===== config.mk =====
export PLATFORM = sky130hd
export DESIGN_NAME = isr_slave_rx
export DESIGN_NICKNAME = d
export VERILOG_FILES = /design/src/isr_pkg.sv /design/src/isr_slave_rx.sv
export SDC_FILE = /design/constraint.sdc
export NUM_CORES = 1
export LEC_CHECK = 0
export BUFFER_PORTS_ARGS = -buffer_cell sky130_fd_sc_hd__buf_2
export CAP_MARGIN = 40
export CORE_ASPECT_RATIO = 0.5
export CORE_MARGIN = 2
export CORE_UTILIZATION = 50
export CTS_CLUSTER_DIAMETER = 100
export CTS_CLUSTER_SIZE = 25
export DETAILED_ROUTE_END_ITERATION = 8
export PLACE_DENSITY = 0.77
export RECOVER_POWER = 25
export SYNTH_ARGS = -nofsm -noshare
export SYNTH_HDL_FRONTEND = slang
export SYNTH_SLANG_ARGS = --single-unit
export TNS_END_PERCENT = 5

===== constraint.sdc =====
create_clock -name clock_i -period 5.1 [get_ports clock_i]
set_clock_uncertainty 0.2 [all_clocks]
set_input_delay 0.51 -clock clock_i [delete_from_list [all_inputs] [get_ports clock_i]]
set_output_delay 0.51 -clock clock_i [all_outputs]
set_load 0.01 [all_outputs]

===== src/isr_pkg.sv =====
/*
 * constants for the i2c slave-receive block with address and data holding.
 * assumes a 50 mhz system clock and a register port with one-cycle read latency.
 */
`default_nettype none

package isr_pkg;
    localparam int ADDR_W = 3;
    // register index map
    localparam logic [2:0] REG_CTRL   = 3'h0;
    localparam logic [2:0] REG_STATUS = 3'h1;
    localparam logic [2:0] REG_IRQ    = 3'h2;
    localparam logic [2:0] REG_MASK   = 3'h3;
    localparam logic [2:0] REG_ADDR   = 3'h4;
    localparam logic [2:0] REG_BUF    = 3'h5;
    // control field positions
    localparam int C_REL = 0;
    localparam int C_ACKV = 1;
    localparam int C_STR = 2;
    localparam int C_GC = 3;
    localparam int C_SIE = 4;
    localparam int C_PIE = 5;
    localparam int C_TEN = 6;
    // status field positions
    localparam int S_BF = 0;
    localparam int S_ACKT = 1;
    localparam int S_START = 2;
    localparam int S_STOP = 3;
    localparam int S_UA = 4;
    // interrupt event positions
    localparam int I_PORT = 0;
    localparam int I_START = 1;
    localparam int I_STOP = 2;
    localparam int IRQ_W = 3;
    localparam logic [7:0] CTRL_RST = 8'h01;
    localparam logic [6:0] OWN_RST = 7'h00;
    localparam logic [6:0] GC_ADDR = 7'h00;
    localparam logic [3:0] BIT_LAST = 4'h7;
    localparam logic [3:0] BIT_ACK = 4'h8;
    localparam logic [3:0] BIT_RST = 4'h0;
    localparam logic [7:0] BYTE_ZERO = 8'h00;
    localparam logic [4:0] TEN_HDR = 5'h1e;
endpackage

`default_nettype wire


===== src/isr_slave_rx.sv =====
/*
 * i2c target, receive path with address and data holding and clock stretching.
 * assumes scl and sda pins are open drain with external pull-ups; both are
 * synchronised into clock_i before any logic looks at them.
 */
// What this block does
// start sets flag; irq only if enabled
// address match: irq, release cleared, eighth fall
// ack timing flag shows irq position
// reading receive buffer clears buffer full
// ack slot drives software ack value
// stretch holds scl low until release set
// irq after ninth fall on ack only
// stretch enable stretches after each ack
// each data byte: irq, release cleared
// transfer ends on nack or stop flag
// general call acked when enabled
// general call raises irq for software
// ten-bit general call: no update flag
// unmatched address ignored until next start
`default_nettype none

module isr_slave_rx (
    input wire logic clock_i, // system clock, 50 mhz
    input wire logic rst_i, // synchronous reset, active high
    input wire logic [2:0] addr_i, // register index
    input wire logic [7:0] wdata_i, // write data
    input wire logic wr_i, // write strobe
    input wire logic rd_i, // read strobe
    output logic [7:0] rdata_o, // read data, cycle after rd_i
    input wire logic scl_i, // scl pin level
    output logic scl_o, // scl drive value, always low
    output logic scl_oe_o, // scl pulled low when high
    input wire logic sda_i, // sda pin level
    output logic sda_o, // sda drive value, always low
    output logic sda_oe_o, // sda pulled low when high
    output logic irq_o // level interrupt
);
    // ******************************************************
    // state
    // ******************************************************
    localparam int IRQ_W_L = isr_pkg::IRQ_W;

    typedef enum logic [1:0] {ST_IDLE, ST_ADDR, ST_DATA, ST_IGNORE} isr_phase_t;

    typedef struct packed {
        logic [1:0] scl_s;
        logic [1:0] sda_s;
        logic scl_d;
        logic sda_d;
        isr_phase_t phase;
        logic [3:0] bitn;
        logic [7:0] shift;
        logic [7:0] rxbuf;
        logic [7:0] ctrl;
        logic [6:0] own;
        logic bf;
        logic ackt;
        logic start_seen;
        logic stop_seen;
        logic ua;
        logic acked;
        logic stretch;
        logic rose; // an scl rise was seen since the last start
        logic [IRQ_W_L-1:0] irq;
        logic [IRQ_W_L-1:0] mask;
        logic [7:0] rdata;
    } isr_state_t;

    isr_state_t st_r, st_nxt;

    function automatic logic [7:0] ctrl_read(input isr_state_t s);
        ctrl_read = s.ctrl;
    endfunction

    logic scl, sda, scl_fall, scl_rise, start_ev, stop_ev;
    assign scl = st_r.scl_s[1];
    assign sda = st_r.sda_s[1];
    assign scl_fall = st_r.scl_d & ~scl;
    assign scl_rise = ~st_r.scl_d & scl;
    assign start_ev = scl & st_r.scl_d & st_r.sda_d & ~sda;
    assign stop_ev = scl & st_r.scl_d & ~st_r.sda_d & sda;

    // a general call forces the ack; otherwise software's ack value decides, read live
    logic ack_now;
    assign ack_now = st_r.acked | ~st_r.ctrl[isr_pkg::C_ACKV];
    // ******************************************************
    // next state
    // ******************************************************
    always_comb begin
        logic [7:0] byte_in;
        logic adr_hit, gc_hit;
        byte_in = st_r.shift;
        adr_hit = 1'b0;
        gc_hit = 1'b0;
        st_nxt = st_r;
        st_nxt.scl_s = {st_r.scl_s[0], scl_i};
        st_nxt.sda_s = {st_r.sda_s[0], sda_i};
        st_nxt.scl_d = scl;
        st_nxt.sda_d = sda;
        st_nxt.rdata = isr_pkg::BYTE_ZERO;

        if (scl_rise) begin
            st_nxt.rose = 1'b1;
        end
        if (scl_rise && st_r.bitn <= isr_pkg::BIT_LAST) begin
            st_nxt.shift = {st_r.shift[6:0], sda};
        end
        // the fall that ends a start condition carries no bit, so it is not counted
        if (scl_fall && st_r.rose && st_r.phase inside {ST_ADDR, ST_DATA}) begin
            if (st_r.bitn == isr_pkg::BIT_LAST) begin
                byte_in = st_r.shift;
                adr_hit = byte_in[7:1] == st_r.own;
                gc_hit = st_r.phase == ST_ADDR && st_r.ctrl[isr_pkg::C_GC] &&
                    byte_in[7:1] == isr_pkg::GC_ADDR;
                st_nxt.bitn = isr_pkg::BIT_ACK;
                if (st_r.phase == ST_ADDR && !(byte_in[0] == 1'b0 && (adr_hit || gc_hit))) begin
                    st_nxt.phase = ST_IGNORE;
                end else begin
                    st_nxt.rxbuf = byte_in;
                    st_nxt.bf = 1'b1;
                    st_nxt.ackt = 1'b1;
                    st_nxt.irq[isr_pkg::I_PORT] = 1'b1;
                    st_nxt.ctrl[isr_pkg::C_REL] = 1'b0;
                    st_nxt.stretch = 1'b1;
                    // ten-bit header sets update flag; general call never does
                    if (st_r.phase == ST_ADDR && st_r.ctrl[isr_pkg::C_TEN] && !gc_hit &&
                        byte_in[7:3] == isr_pkg::TEN_HDR) begin
                        st_nxt.ua = 1'b1;
                    end else if (gc_hit) begin
                        st_nxt.ua = 1'b0;
                    end
                    // software may still change its ack value while the clock is stretched
                    st_nxt.acked = gc_hit;
                    st_nxt.phase = ST_DATA;
                end
            end else if (st_r.bitn == isr_pkg::BIT_ACK) begin
                st_nxt.bitn = isr_pkg::BIT_RST;
                st_nxt.ackt = 1'b0;
                if (ack_now) begin
                    st_nxt.irq[isr_pkg::I_PORT] = 1'b1;
                    if (st_r.ctrl[isr_pkg::C_STR]) begin
                        st_nxt.stretch = 1'b1;
                        st_nxt.ctrl[isr_pkg::C_REL] = 1'b0;
                    end
                end else begin
                    st_nxt.phase = ST_IGNORE;
                end
            end else begin
                st_nxt.bitn = st_r.bitn + 4'h1;
            end
        end
        if (st_r.stretch && st_r.ctrl[isr_pkg::C_REL]) begin
            st_nxt.stretch = 1'b0;
        end

        if (start_ev) begin
            st_nxt.phase = ST_ADDR;
            st_nxt.bitn = isr_pkg::BIT_RST;
            st_nxt.start_seen = 1'b1;
            st_nxt.rose = 1'b0;
            st_nxt.stop_seen = 1'b0;
            st_nxt.stretch = 1'b0;
            if (st_r.ctrl[isr_pkg::C_SIE]) begin
                st_nxt.irq[isr_pkg::I_START] = 1'b1;
            end
        end
        if (stop_ev) begin
            st_nxt.phase = ST_IDLE;
            st_nxt.stop_seen = 1'b1;
            st_nxt.start_seen = 1'b0;
            st_nxt.stretch = 1'b0;
            if (st_r.ctrl[isr_pkg::C_PIE]) begin
                st_nxt.irq[isr_pkg::I_STOP] = 1'b1;
            end
        end

        if (wr_i) begin
            unique case (addr_i)
                isr_pkg::REG_CTRL: st_nxt.ctrl = wdata_i;
                isr_pkg::REG_IRQ: begin
                    // a new event on a bit not already pending wins over a clear in the same cycle
                    st_nxt.irq = (st_r.irq & ~wdata_i[IRQ_W_L-1:0]) |
                        (st_nxt.irq & ~st_r.irq);
                end
                isr_pkg::REG_MASK: st_nxt.mask = wdata_i[IRQ_W_L-1:0];
                isr_pkg::REG_ADDR: st_nxt.own = wdata_i[7:1];
                default: ;
            endcase
        end
        if (rd_i) begin
            unique case (addr_i)
                isr_pkg::REG_CTRL: st_nxt.rdata = ctrl_read(st_r);
                isr_pkg::REG_STATUS: begin
                    st_nxt.rdata = {3'h0, st_r.ua, st_r.stop_seen, st_r.start_seen,
                        st_r.ackt, st_r.bf};
                end
                isr_pkg::REG_IRQ: st_nxt.rdata = {5'h00, st_r.irq};
                isr_pkg::REG_MASK: st_nxt.rdata = {5'h00, st_r.mask};
                isr_pkg::REG_ADDR: st_nxt.rdata = {st_r.own, 1'b0};
                isr_pkg::REG_BUF: begin
                    st_nxt.rdata = st_r.rxbuf;
                    // a byte landing this cycle keeps the flag set
                    if (!(st_nxt.bf && !st_r.bf) && st_nxt.rxbuf == st_r.rxbuf) begin
                        st_nxt.bf = 1'b0;
                    end
                end
                default: st_nxt.rdata = isr_pkg::BYTE_ZERO;
            endcase
        end
    end

    always_ff @(posedge clock_i) begin
        if (rst_i) begin
            st_r <= '0;
            st_r.scl_s <= 2'h3;
            st_r.sda_s <= 2'h3;
            st_r.scl_d <= 1'b1;
            st_r.sda_d <= 1'b1;
            st_r.ctrl <= isr_pkg::CTRL_RST;
            st_r.own <= isr_pkg::OWN_RST;
            st_r.phase <= ST_IDLE;
        end else begin
            st_r <= st_nxt;
        end
    end

    // ******************************************************
    // outputs
    // ******************************************************
    assign rdata_o = st_r.rdata;
    assign scl_o = 1'b0;
    assign sda_o = 1'b0;
    // held low only after the falling edge, so no runt pulse on scl
    assign scl_oe_o = st_r.stretch & ~scl;
    assign sda_oe_o = st_r.phase == ST_DATA && st_r.bitn == isr_pkg::BIT_ACK &&
        ack_now;
    assign irq_o = |(st_r.irq & st_r.mask);

    // ******************************************************
    // checks
    // ******************************************************
    property p_start_flag;
        @(posedge clock_i) disable iff (rst_i) start_ev |=> st_r.start_seen;
    endproperty
    a_start_flag: assert property (p_start_flag) else $error("start not flagged");

    property p_addr_irq;
        @(posedge clock_i) disable iff (rst_i)
        scl_fall && st_r.phase == ST_ADDR && st_r.bitn == isr_pkg::BIT_LAST &&
        st_r.shift[7:1] == st_r.own && !st_r.shift[0] && !start_ev && !stop_ev
        |=> st_r.irq[isr_pkg::I_PORT] && st_r.bf;
    endproperty
    a_addr_irq: assert property (p_addr_irq) else $error("address match missed");

    property p_ackt;
        @(posedge clock_i) disable iff (rst_i)
        st_r.ackt |-> st_r.bitn == isr_pkg::BIT_ACK;
    endproperty
    a_ackt: assert property (p_ackt) else $error("ack timing outside ack slot");

    property p_bf_clear;
        @(posedge clock_i) disable iff (rst_i)
        rd_i && addr_i == isr_pkg::REG_BUF && !(scl_fall && st_r.bitn == isr_pkg::BIT_LAST)
        |=> !st_r.bf;
    endproperty
    a_bf_clear: assert property (p_bf_clear) else $error("buffer full not cleared");

    property p_ack_drive;
        @(posedge clock_i) disable iff (rst_i)
        sda_oe_o |-> st_r.bitn == isr_pkg::BIT_ACK &&
        (!st_r.ctrl[isr_pkg::C_ACKV] || st_r.acked);
    endproperty
    a_ack_drive: assert property (p_ack_drive) else $error("ack drive wrong");

    property p_release;
        @(posedge clock_i) disable iff (rst_i)
        st_r.ctrl[isr_pkg::C_REL] && !scl_fall && !wr_i |=> !scl_oe_o;
    endproperty
    a_release: assert property (p_release) else $error("scl not released");

    property p_nack_end;
        @(posedge clock_i) disable iff (rst_i)
        scl_fall && st_r.bitn == isr_pkg::BIT_ACK && !ack_now &&
        st_r.phase == ST_DATA && !start_ev && !stop_ev |=> st_r.phase == ST_IGNORE;
    endproperty
    a_nack_end: assert property (p_nack_end) else $error("nack did not end");

    property p_ignore;
        @(posedge clock_i) disable iff (rst_i)
        st_r.phase == ST_IGNORE && !start_ev |=> !sda_oe_o;
    endproperty
    a_ignore: assert property (p_ignore) else $error("drove bus when ignoring");

    property p_ack_irq;
        @(posedge clock_i) disable iff (rst_i)
        scl_fall && st_r.rose && st_r.phase == ST_DATA && st_r.bitn == isr_pkg::BIT_ACK &&
        ack_now && !start_ev && !stop_ev |=> st_r.irq[isr_pkg::I_PORT];
    endproperty
    a_ack_irq: assert property (p_ack_irq) else $error("no irq after ack");

    property p_stretch_ack;
        @(posedge clock_i) disable iff (rst_i)
        scl_fall && st_r.rose && st_r.phase == ST_DATA && st_r.bitn == isr_pkg::BIT_ACK &&
        ack_now && st_r.ctrl[isr_pkg::C_STR] && !start_ev && !stop_ev |=> st_r.stretch;
    endproperty
    a_stretch_ack: assert property (p_stretch_ack) else $error("no stretch after ack");

    property p_gc_ack;
        @(posedge clock_i) disable iff (rst_i)
        scl_fall && st_r.rose && st_r.phase == ST_ADDR && st_r.bitn == isr_pkg::BIT_LAST &&
        st_r.ctrl[isr_pkg::C_GC] && st_r.shift == isr_pkg::BYTE_ZERO && !start_ev && !stop_ev
        |=> sda_oe_o && st_r.irq[isr_pkg::I_PORT];
    endproperty
    a_gc_ack: assert property (p_gc_ack) else $error("general call not acked");
endmodule

`default_nettype wire


* Word level (Yosys, flattened, before mapping) *
Cells that the tools add are included.

word-level totals
  bits in registers = 65
  input port bits = 17
  logic and storage cells = 157

operators by class
  $add $sub $neg = 1
  order comparisons = 1
  eq/ne operators = 15
  muxes and demuxes = 49
  bitwise gates (word level) = 23
  reductions and logical operators = 45

operator list
  kind                                                 count
  one-hot mux 8 bit (6 select lines)                   1
  2-to-1 mux 1 bit                                     32
  2-to-1 mux 8 bit                                     4
  logical AND 1 bit                                    15
  nonzero test 2 bit                                   7
  2-to-1 mux 6 bit                                     2
  AND reduction 3 bit                                  4
  2-to-1 mux 5 bit                                     2
  AND 3 bit                                            3
  AND 1 bit                                            8
  equality test 8 bit                                  1
  2-to-1 mux 2 bit                                     4
  inverter 1 bit                                       8
  equality test 7 bit                                  1
  logical NOT 7 bit                                    1
  2-to-1 mux 7 bit                                     1
  equality test 3 x 2 -> 1 bit, second input constant  2
  equality test 3 bit, second input constant           2
  2-to-1 mux 3 bit                                     2
  inverter 3 bit                                       2
  AND reduction 2 bit                                  3
  OR reduction 2 bit                                   3
  OR reduction 3 bit                                   2
  equality test 5 bit, second input constant           1
  20 further kinds                                     23

* Depth between registers and ports, before layout *
Gate-level depths: netlist of the first run.

  depth in word-level cells = 16
  mapped depth = 8
  mapped depth without buffers = 7

* Worst setup path after synthesis of the first run *
OpenSTA, ideal clock, no wires.

  kind = register to register
  from = reg st_r[57] (netlist bit)
  to = reg st_r[37] (netlist bit)
  data arrival time = 1.781 ns
  slack = 3.048 ns
  cell stages (with the launch flop) = 9
  period minus slack after synthesis = 2.052 ns
  cell sequence = dfxtp_1 -> inv_1 -> ha_1 -> and4bb_1 -> clkbuf_1 -> nand3_1 -> a21oi_4 -> buf_8 -> mux2i_1

on the way
  cells in the longest elaborated chain, start to end = 10

RTL lines
  what                            RTL line                                                       RTL
  start: declaration              isr_slave_rx.sv:70                                             isr_state_t st_r, st_nxt;
  start signal: assignment        isr_slave_rx.sv:224                                            st_r <= st_nxt;
  equality test 2 x 1 -> 1 bit    isr_slave_rx.sv:110, isr_slave_rx.sv:114, isr_slave_rx.sv:117
  logical AND 1 bit (2 in a row)  isr_slave_rx.sv:114                                            gc_hit = st_r.phase == ST_ADDR && st_r.ctrl[isr_pkg::C_GC] &&
  logical OR 1 bit                isr_slave_rx.sv:117                                            if (st_r.phase == ST_ADDR && !(byte_in[0] == 1'b0 && (adr_hit || gc_hit))) begin
  logical AND 1 bit               isr_slave_rx.sv:117
  logical NOT 1 bit               isr_slave_rx.sv:117
  logical AND 1 bit               isr_slave_rx.sv:117
  2-to-1 mux 8 bit                isr_slave_rx.sv:117
  2-to-1 mux 8 bit                isr_slave_rx.sv:111                                            if (st_r.bitn == isr_pkg::BIT_LAST) begin
  2-to-1 mux 8 bit (*)            isr_slave_rx.sv:110                                            if (scl_fall && st_r.rose && st_r.phase inside {ST_ADDR, ST_DATA}) begin

Every way passes the cells marked *; elsewhere a longest branch is shown, timed or not.
A chain may end at the register's enable or synchronous reset.

* Worst setup path in the final report of the first run *
  from = in rst_i
  to = reg st_r, in the netlist rdata_o[3]

on the way
  cells in the longest elaborated chain, start to end = 1

RTL lines
  what                                 RTL line            RTL
  start: declaration                   isr_slave_rx.sv:25  input wire logic rst_i,
  OR reduction 2 bit (no source line)  -

No other way between the ends.

==> impl_metrics.py, run 1 <==
metrics = {
    "status": {
        "status": "finished with violations",
        "violations": "capacitance limit, slew limit",
    },
    "setup_path": {
        "cp_max_fo": 42,
        "cp.arrival_ns": 3.21,
        "worstSetupPathType": "in -> reg",
        "start_kind": "input port",
        "crit_chain": "clkbuf_1, inv_1, nand2_1, or2_2, nor2b_1",
        "critical-path-slowest-cell": "clkbuf_1",
        "required_ns": 5.12,
        "crit_path_end_kind": "flip-flop",
        "slowest_delay_ns": 1.25,
    },
    "floorplan": {
        "start_util": 0.518,
        "die-height_microns": 60.1,
        "io_pins": 30,
        "die_w_microns": 116,
        "core_sq_um": 6080,
        "dieArea_sq_um": 6990,
        "num_rows": 20,
    },
    "synthesis": {
        "synth_flop_cell": "dfxtp_1",
        "ys_top_cells_by_count": "dfxtp_1, nand2_1, nor2_1",
        "ys_seq_area_frac": 0.413,
        "syn_area_sq_um": 3150,
        "synth-edff-count": 0,
        "postSynthAreaPerCell_sq_um": 9.29,
        "synth-seq-cells": 65,
        "netlist_instances": 339,
        "synth_area_leaders": "dfxtp_1, mux2i_1, nand2_1",
        "synth_top_cell_by_area": "dfxtp_1",
        "synth_most_common_cell": "dfxtp_1",
        "synth_warnings": 0,
        "ys_async_sr_fraction": 0,
        "yosys.area.top_type_share": 0.413,
        "synth.distinct_cells": 53,
    },
    "sta": {
        "fin_crit_sh": 0.624,
        "rsz0062_at_grt": "no",
        "setup_tns_ns": 0,
        "slew_headroom": -0.182,
        "fmax_mhz": 314,
        "hold_viol": 0,
        "setup_viol": 0,
        "period_needed_ns": 3.18,
        "worst_hold_slack_ns": 0.157,
        "tightest_slew_ns": 1.77,
        "slew_viol_final": 43,
    },
    "clock_network": {
        "path_clk_slew_ns": 0.05,
        "cts-buffers-inserted": 9,
        "clk_path_buf_depth": 2,
        "cts.sinks": 65,
        "worst_skew_pair.late_latency_ns": 0.33,
        "cts_tree": "done",
        "root_buffer": "clkbuf_16",
        "cts_setup_buffers": 0,
        "cts_resized": 0,
        "cts_max_level": 3,
        "holdBufCountCts": 0,
    },
    "grt": {
        "grt_first_pass_wirelength_microns": 11000,
        "antenna_found_initial": 0,
        "grt_overflow_total": 0,
        "grt_pass1_vias": 2268,
        "grt_max_degree": 43,
        "grt_usage": 0.210,
    },
    "route": {
        "wl_per_cell_microns": 15.2,
        "ant_nets": 0,
        "drtIter0Drc": 186,
        "drt-pass1-iter-count": 4,
        "drc": 0,
        "vias_per_cell": 5.49,
        "vias": 2403,
        "wl_microns": 6680,
    },
    "power": {
        "power_density_nw_per_um2": 335,
        "power_mw": 1.17,
        "ir_drop_mv": 0.144,
        "p_leak_nw": 1.33,
    },
    "finish": {
        "fillers": 532,
        "fin_nets": 368,
        "synthToLayoutAreaGrowth_pct": 10.9,
        "drive_gt1_frac": 0.163,
        "diodes": 0,
    },
    "place": {
        "gp_congestion": 0.804,
        "dp_hpwl_microns": 4740,
        "io_buffer_count": 27,
    },
    "hold_path": {
        "hold_path.class": "in -> reg",
    },
    "job": {
        "cap_violations": 1,
    },
}
==> layout make-up <==
cell class	count	area, sq um	share of cell area
clock buffer	11	243	0.0695
clock inverter	3	42.5	0.0122
inverter	8	30.0	0.00860
multi-input combinational	234	1630	0.466
sequential	65	1300	0.372
tap	88	110	0.0315
timing repair buffer	29	139	0.0398
==> critical path, delay by kind of cell <==
family / cells / cell delay (ns)
buffers and inverters: 2 / 2.08
and+or+nand+nor: 3 / 0.60
==> routing by layer <==
| layer | track usage | routed length (microns) | vias up |
|---|---|---|---|
| li1 | - | - | 1174 |
| met5 | 0 | 0 | - |
| met1 | 0.265 | 2960 | 1153 |
| met3 | 0.0791 | 511 | 8 |
| met2 | 0.338 | 3110 | 68 |
| met4 | 0.0646 | 98 | 0 |
==> path summary, 6_finish.rpt <==
path / startpoint / end / depth (start not counted) / slack, ns
hold reg to reg: st_nxt[62]$_SDFF_PP1_ / sda$_SDFF_PP1_ / 1 / 0.21
setup reg to reg: st_r[57]$_SDFFE_PP0P_ / st_r[37]$_SDFF_PP0_ / 6 / 2.70
hold / removal: scl_i / st_nxt[64]$_SDFF_PP1_ / 2 / 0.16
setup / recovery: rst_i / rdata_o[3]$_SDFF_PP0_ / 5 / 1.92
==> placed cells by master (no fill, tap or decap), types with 2 or more instances in the layout <==
cell,n
a311oi_1,3
ha_1,4
nand3b_1,2
clkbuf_1,10
nand3_1,6
o21a_1,3
clkbuf_16,9
nor4b_2,2
nor2_1,35
a31oi_1,3
mux2_2,3
buf_4,2
o21ai_0,2
or4b_1,2
nand2_1,43
a21oi_1,17
mux4_2,5
a22oi_1,3
nor2b_1,8
buf_2,18
conb_1,2
xnor2_1,6
mux2i_1,30
dfxtp_1,65
inv_1,8
or2_2,7
nor3_1,4
nand4_1,5
nor3b_1,4
nand2b_1,3
nor4_1,2
xor2_1,10
==> logic make-up after synthesis <==
group | count (synthesis) | share of synthesized area
AO/OA/AOI/OAI | 44 | 0.0997
adder cells (fa/ha/maj) | 4 | 0.0159
AND/OR/NAND/NOR | 130 | 0.210
buffers and inverters | 41 | 0.0735
multiplexers | 38 | 0.142
XOR/XNOR | 16 | 0.0445
other | 1 | 0.00119
flip-flops | 65 | 0.413
==> per-stage QoR <==
step           cell area [sq um]  setup slack, ns  cells   util
6_report                    3490             1.92    438  0.574
5_1_grt                     3490             1.61    438  0.574
4_1_cts                     3500             2.69    438  0.576
3_5_place_dp                3220             2.67    424  0.529
3_3_place_gp                3210             2.73    423  0.528
2_1_floorplan               3150             3.05    340      -
==> power breakdown <==
group | switching (mW) | internal, mW | leakage (nW) | total (mW)
registers | 0.00617 | 0.516 | 0.526 | 0.522
logic | 0.0343 | 0.0225 | 0.666 | 0.0568
clock network | 0.206 | 0.384 | 0.137 | 0.591
total | 0.247 | 0.923 | 1.33 | 1.17
==> registers in the layout, summed over array words and instances (netlist names) <==
signal and cells:
sda 1, st_nxt 2, st_r 53, rdata_o 8, scl 1
(Power assumes the default switching activity.)
==> inputs of run 2 (changes only) <==
ABC_AREA = 1   (was not set)
PLACE_DENSITY = 0.8   (was 0.77)
clock period = 2.9 ns   (was 5.1 ns; I/O delays follow)
==> run 2 against run 1 <==
Effect of this change:
- the run now ends clean
- design area up 2.3%
- sequential share of layout area down 0.82 points
- largest cell class unchanged
- worst hold slack worse by 0.11 ns
- critical endpoint is now st_r[17]$_SDFFE_PP0P_
- largest power group unchanged
==> impl_metrics.py, run 2 <==
metrics = {
    "hold_path": {
        "worstHoldEndpoint": "st_r[13]$_SDFF_PP0_",
        "hold_path.class": "in -> reg",
        "worstHoldPathCells": 2,
        "min_from": "wdata_i[2]",
    },
    "place": {
        "dp_hpwl_microns": 5500,
        "place_area_sq_um": 3220,
        "gp_congestion": 0.950,
        "io_buffer_count": 27,
    },
    "grt": {
        "grt_max_degree": 29,
        "grt_first_pass_wirelength_microns": 12500,
        "grt_usage": 0.243,
        "grt_pass1_vias": 2559,
        "grt_overflow_total": 0,
        "antenna_found_initial": 0,
    },
    "clock_network": {
        "clk_path_buf_depth": 2,
        "root_buffer": "clkbuf_16",
        "cts-buffers-inserted": 9,
        "cts.sinks": 65,
        "path_clk_slew_ns": 0.06,
        "worst_skew_pair.late_latency_ns": 0.33,
        "cts_tree": "done",
        "cts_setup_buffers": 0,
        "cts_resized": 0,
        "cts_max_level": 3,
    },
    "synthesis": {
        "ys_async_sr_fraction": 0,
        "synthSimpleGateAreaFrac": 0.245,
        "syn_area_sq_um": 3090,
        "synthXorXnorAreaFrac": 0.00568,
        "synth_flop_cell": "dfxtp_1",
        "ys_seq_area_frac": 0.422,
        "synth.distinct_cells": 37,
        "synth_warnings": 0,
        "postSynthAreaPerCell_sq_um": 7.23,
        "synth_most_common_cell": "nand2_1",
        "synth_top_family_by_area": "simple AND/OR/NAND/NOR gates",
        "yosys.area.top_type_share": 0.422,
        "muxShareOfSynthArea": 0,
        "synth-seq-cells": 65,
        "synth_top_cell_by_area": "dfxtp_1",
        "synth-compound-area-share": 0.184,
        "ys_top_cells_by_count": "nand2_1, dfxtp_1, inv_1",
        "synth_area_leaders": "dfxtp_1, nand2_1, a21oi_1",
        "synth-adder-area-share": 0.0162,
        "netlist_instances": 427,
        "synth-edff-count": 0,
    },
    "setup_path": {
        "cp.arrival_ns": 2.32,
        "crit_path_end_kind": "flip-flop",
        "worstSetupPathType": "reg -> reg",
        "crit_family": "simple AND/OR/NAND/NOR gates",
        "start_kind": "flip-flop",
        "slowest_delay_ns": 0.42,
        "r2r_cells": 9,
        "r2r_start": "st_r[57]$_SDFFE_PP0P_",
        "r2r_end": "st_r[17]$_SDFFE_PP0P_",
        "cp_max_fo": 14,
        "crit_buf_inv": 3,
        "crit_chain": "inv_1, ha_1, nor4_4, buf_4, nand3_4, inv_4, nand4_1, nand2_1, a21oi_1",
        "critical-path-slowest-cell": "nor4_4",
        "reg2reg_slack_ns": 0.55,
        "required_ns": 2.87,
    },
    "route": {
        "wl_microns": 7920,
        "drc": 0,
        "vias_per_cell": 5.56,
        "vias": 2979,
        "drtIter0Drc": 260,
        "wl_per_cell_microns": 14.8,
        "ant_nets": 0,
        "drt-pass1-iter-count": 5,
    },
    "floorplan": {
        "core_sq_um": 6010,
        "die_w_microns": 115,
        "num_rows": 20,
        "dieArea_sq_um": 6850,
        "start_util": 0.514,
        "io_pins": 30,
        "die-height_microns": 59.5,
    },
    "job": {
        "cap_violations": 0,
    },
    "sta": {
        "tightest_slew_ns": 1.06,
        "hold_viol": 0,
        "period_needed_ns": 2.35,
        "fmax_mhz": 425,
        "slew_headroom": 0.292,
        "setup_viol": 0,
        "slew_viol_final": 0,
        "rsz0062_at_grt": "no",
        "setup_tns_ns": 0,
        "fin_crit_sh": 0.812,
        "worst_hold_slack_ns": 0.0460,
    },
    "finish": {
        "diodes": 0,
        "top_register": "st_r",
        "final_cell_mix": "nand2_1, dfxtp_1, inv_1",
        "largest_register_ffs": 53,
        "synthToLayoutAreaGrowth_pct": 15.8,
        "final_common_cell": "nand2_1",
        "fin_nets": 475,
        "drive_gt1_frac": 0.124,
        "fin_area_sq_um": 3570,
    },
    "power": {
        "ir_drop_mv": 0.243,
        "power_density_nw_per_um2": 622,
        "p_leak_nw": 1.46,
        "power_mw": 2.22,
    },
    "status": {
        "status": "finished, final reports clean",
    },
}
==> run 2: cell types whose count changed after synthesis, sizes merged, moves of 8 or more <==
cell   before  now
mux2i      30    0
nand2      43   75
inv         8   67
o21ai       3   32
nor2b       8    0
a21oi      19   47
o22ai       0   10
nand3       6   26
xor2       10    1
==> run 2: metal layers <==
metal,global-route usage,routed length (microns),vias to the layer above
met1,0.328,3540,1353
met2,0.376,3460,155
li1,-,-,1455
met3,0.0644,776,16
met5,0,0,-
met4,0.0964,142,0
==> run 2: worst max path at each step <==
stage / from / end / cells after the start
after floorplan: st_r[57]$_SDFFE_PP0P_ / st_r[21]$_SDFF_PP0_ / 11
after global placement: st_r[57]$_SDFFE_PP0P_ / st_r[21]$_SDFF_PP0_ / 10
after detailed placement: st_r[57]$_SDFFE_PP0P_ / st_r[17]$_SDFFE_PP0P_ / 9
after CTS: st_r[57]$_SDFFE_PP0P_ / st_r[21]$_SDFF_PP0_ / 10
after global routing: st_r[57]$_SDFFE_PP0P_ / st_r[17]$_SDFFE_PP0P_ / 9
final: st_r[57]$_SDFFE_PP0P_ / st_r[17]$_SDFFE_PP0P_ / 9
==> run 2: final cells by class <==
cell class	count	area [sq um]
Clock inverter	6	92.6
Timing Repair Buffer	36	199
Clock buffer	10	229
Tap cell	77	96.3
Multi-Input combinational cell	275	1400
Inverter	67	254
Fill cell	535	2430
Sequential cell	65	1300
==> run 2: what timing repair did <==
item | CTS | global route
endpoints found under the hold margin | 4 | 0
hold buffers | 4 | 0
endpoints found under the setup margin | 0 | 0
==> run 2: kinds of logic (layout without fill, tap and decap cells) <==
| group | count (synthesis) | count (layout) |
|---|---|---|
| fa+ha+maj | 4 | 4 |
| simple gates | 165 | 165 |
| other cells | 1 | 2 |
| buf+inv | 88 | 119 |
| flops | 65 | 65 |
| xor+xnor | 2 | 2 |
| compound gates | 102 | 102 |
==> run 2: worst reg2reg max path, delay by kind of cell, from the launching register on <==
kind	cells	cell delay, ns
fa+ha+maj	1	0.33
compound gates	1	0.06
flops	1	0.37
simple gates	4	0.81
buf+inv	3	0.43
==> run 2: power breakdown <==
part / switching [mW] / total, mW / internal, mW
combinational: 0.0894 / 0.134 / 0.0444
sequential: 0.0173 / 0.930 / 0.912
clock: 0.404 / 1.16 / 0.755
==> run 2: per-stage QoR <==
step           cells  utilization  worst slack (ns)
2_1_floorplan    428            -             0.827
3_3_place_gp     516        0.537             0.714
3_5_place_dp     516        0.537             0.650
4_1_cts          536        0.597             0.626
5_1_grt          536        0.595             0.442
6_report         536        0.595             0.545
==> inputs of run 3 (changes only) <==
clock period = 2.15 ns   (was 2.9 ns; I/O delays follow)
==> run 3 against run 2 <==
Effect of this change:
- first-iteration DRC count shrank 27%
- via count rose by 1.2%
- cell count increased by 2.4%
- fmax grew 15%
- global-route usage grew 0.15 points
- clock-buffer cell count rose by 2
- critical path depth did not move
- sequential cell count is the same
- sequential share of layout area decreased by 0.79 points
- critical endpoint is now st_r[57]$_SDFFE_PP0P_
- largest cell class unchanged
- largest power group unchanged
==> impl_metrics.py, run 3 (synthesized netlist as in run 2, its figures left out) <==
metrics = {
    "status": {
        "status": "finished, final reports clean",
    },
    "route": {
        "drc": 0,
        "ant_nets": 0,
        "vias_per_cell": 5.49,
        "wl_per_cell_microns": 14.6,
        "drtIter0Drc": 191,
        "drt-pass1-iter-count": 7,
        "wl_microns": 8020,
        "vias": 3014,
    },
    "sta": {
        "hold_viol": 0,
        "slew_headroom": 0.628,
        "fmax_mhz": 490,
        "setup_viol": 0,
        "rsz0062_at_grt": "yes",
        "fin_crit_sh": 0.950,
        "worst_hold_slack_ns": 0.0221,
        "period_needed_ns": 2.04,
        "setup_ws_ns": 0.107,
        "slew_viol_final": 0,
        "tightest_slew_ns": 0.554,
    },
    "place": {
        "dp_hpwl_microns": 5760,
        "gp_congestion": 0.939,
        "place_area_sq_um": 3290,
        "io_buffer_count": 27,
        "dp_slack_ns": 0.0663,
        "place_inst": 525,
    },
    "setup_path": {
        "worstSetupPathType": "reg -> reg",
        "required_ns": 2.16,
        "start_kind": "flip-flop",
        "r2r_cells": 9,
        "r2r_start": "st_r[57]$_SDFFE_PP0P_",
        "r2r_end": "st_r[57]$_SDFFE_PP0P_",
        "reg2reg_slack_ns": 0.11,
        "cp.arrival_ns": 2.05,
        "crit_path_end_kind": "flip-flop",
        "cp_max_fo": 8,
    },
    "floorplan": {
        "die_w_microns": 115,
        "core_sq_um": 6010,
        "num_rows": 20,
        "dieArea_sq_um": 6850,
        "die-height_microns": 59.5,
        "start_util": 0.514,
        "io_pins": 30,
    },
    "power": {
        "ir_drop_mv": 0.441,
        "power_density_nw_per_um2": 743,
        "switching_share": 0.229,
        "p_leak_nw": 1.51,
        "switching_power_mw": 0.623,
        "power_mw": 2.72,
        "combPwrFrac": 0.074,
        "p_seq_frac": 0.461,
        "p_clk_frac": 0.465,
        "p_int_mw": 2.09,
    },
    "clock_network": {
        "root_buffer": "clkbuf_16",
        "cts_tree": "done",
        "worst_skew_pair.late_latency_ns": 0.33,
        "clk_path_buf_depth": 2,
        "cts-buffers-inserted": 9,
        "path_clk_slew_ns": 0.05,
        "cts.sinks": 65,
        "cts_max_level": 3,
    },
    "hold_path": {
        "min_from": "rst_i",
        "hold_path.class": "in -> reg",
        "worstHoldEndpoint": "st_r[10]$_SDFFE_PP0P_",
        "worstHoldPathCells": 2,
    },
    "grt": {
        "grt_usage": 0.245,
        "grt_first_pass_wirelength_microns": 12700,
        "antenna_found_initial": 0,
        "grt_max_degree": 29,
        "grt_overflow_total": 0,
        "grt_pass1_vias": 2711,
    },
    "finish": {
        "drive_gt1_frac": 0.138,
        "final_cell_mix": "nand2_1, dfxtp_1, inv_1",
        "fin_area_sq_um": 3660,
        "fillers": 553,
        "synthToLayoutAreaGrowth_pct": 18.6,
        "largest_register_ffs": 53,
        "final_common_cell": "nand2_1",
        "top_register": "st_r",
        "diodes": 0,
        "fin_nets": 491,
        "final_cell_count_no_fill": 549,
    },
    "job": {
        "cap_violations": 0,
    },
}
run 3: cell count changes in the layout (fill, tap and decap cells not counted), sizes merged:
cell / before / now
bufinv: 2 / 0
dlygate4sd3: 4 / 10
clkinv: 2 / 1
buf: 23 / 32
clkbuf: 19 / 22
clkinvlp: 2 / 0
run 3: repair_timing:
item | 4_1_cts | 5_1_grt
hold endpoints to repair | 14 | 0
endpoints found under the setup margin | 0 | 4
buffers inserted | 0 | 1
hold buffers | 10 | 0
resized for setup | 0 | 6
run 3: stage by stage:
stage	utilization	TNS (ns)
after detailed placement	0.548	0
after floorplan	-	0
after CTS	0.607	0
final	0.609	0
after global routing	0.609	-0.0192
after global placement	0.548	0
run 3: critical path: stages, from the launching register on:
cell	delay [ns]
dfxtp_2	0.33
inv_1	0.04
ha_1	0.31
nor4_4	0.28
buf_6	0.17
inv_2	0.09
nor2_1	0.09
o21ai_1	0.11
a21oi_1	0.21
a21oi_1	0.09
run 3: worst max-delay path by stage:
stage / to / cells past startpoint / startpoint / slack (ns)
after floorplan: st_r[21]$_SDFF_PP0_ / 11 / st_r[57]$_SDFFE_PP0P_ / 0.08
after CTS: st_r[21]$_SDFF_PP0_ / 10 / st_r[57]$_SDFFE_PP0P_ / 0.03
after detailed placement: st_r[21]$_SDFF_PP0_ / 12 / st_r[57]$_SDFFE_PP0P_ / 0.07
final: st_r[57]$_SDFFE_PP0P_ / 9 / st_r[57]$_SDFFE_PP0P_ / 0.11
after global placement: st_r[21]$_SDFF_PP0_ / 10 / st_r[57]$_SDFFE_PP0P_ / 0.11
after global routing: st_r[57]$_SDFFE_PP0P_ / 9 / st_r[57]$_SDFFE_PP0P_ / -0.01
run 3: layout make-up:
type                       count  area (sq um)  share of cell area
sequential                    65          1300               0.356
clock inverter                 1          5.00             0.00137
clock buffer                  12           246              0.0674
tap                           77          96.3              0.0263
timing repair buffer          52           337              0.0920
inverter                      67           256              0.0701
multi-input combinational    275          1410               0.386
run 3: layer usage:
layer / GRT usage / wire length [microns] / vias to the layer above
met4: 0.0895 / 97 / 0
met1: 0.313 / 3560 / 1400
met3: 0.0828 / 773 / 11
li1: - / - / 1484
met5: 0 / 0 / -
met2: 0.390 / 3590 / 119
run 3: power groups by stage:
stage	clock (mW)	sequential, mW	combinational [mW]
2_1_floorplan	0	1.27	0.119
5_1_grt	1.32	1.25	0.222
3_5_place_dp	0	1.27	0.179
6_report	1.26	1.25	0.201
3_3_place_gp	0	1.27	0.177
4_1_cts	1.28	1.25	0.194
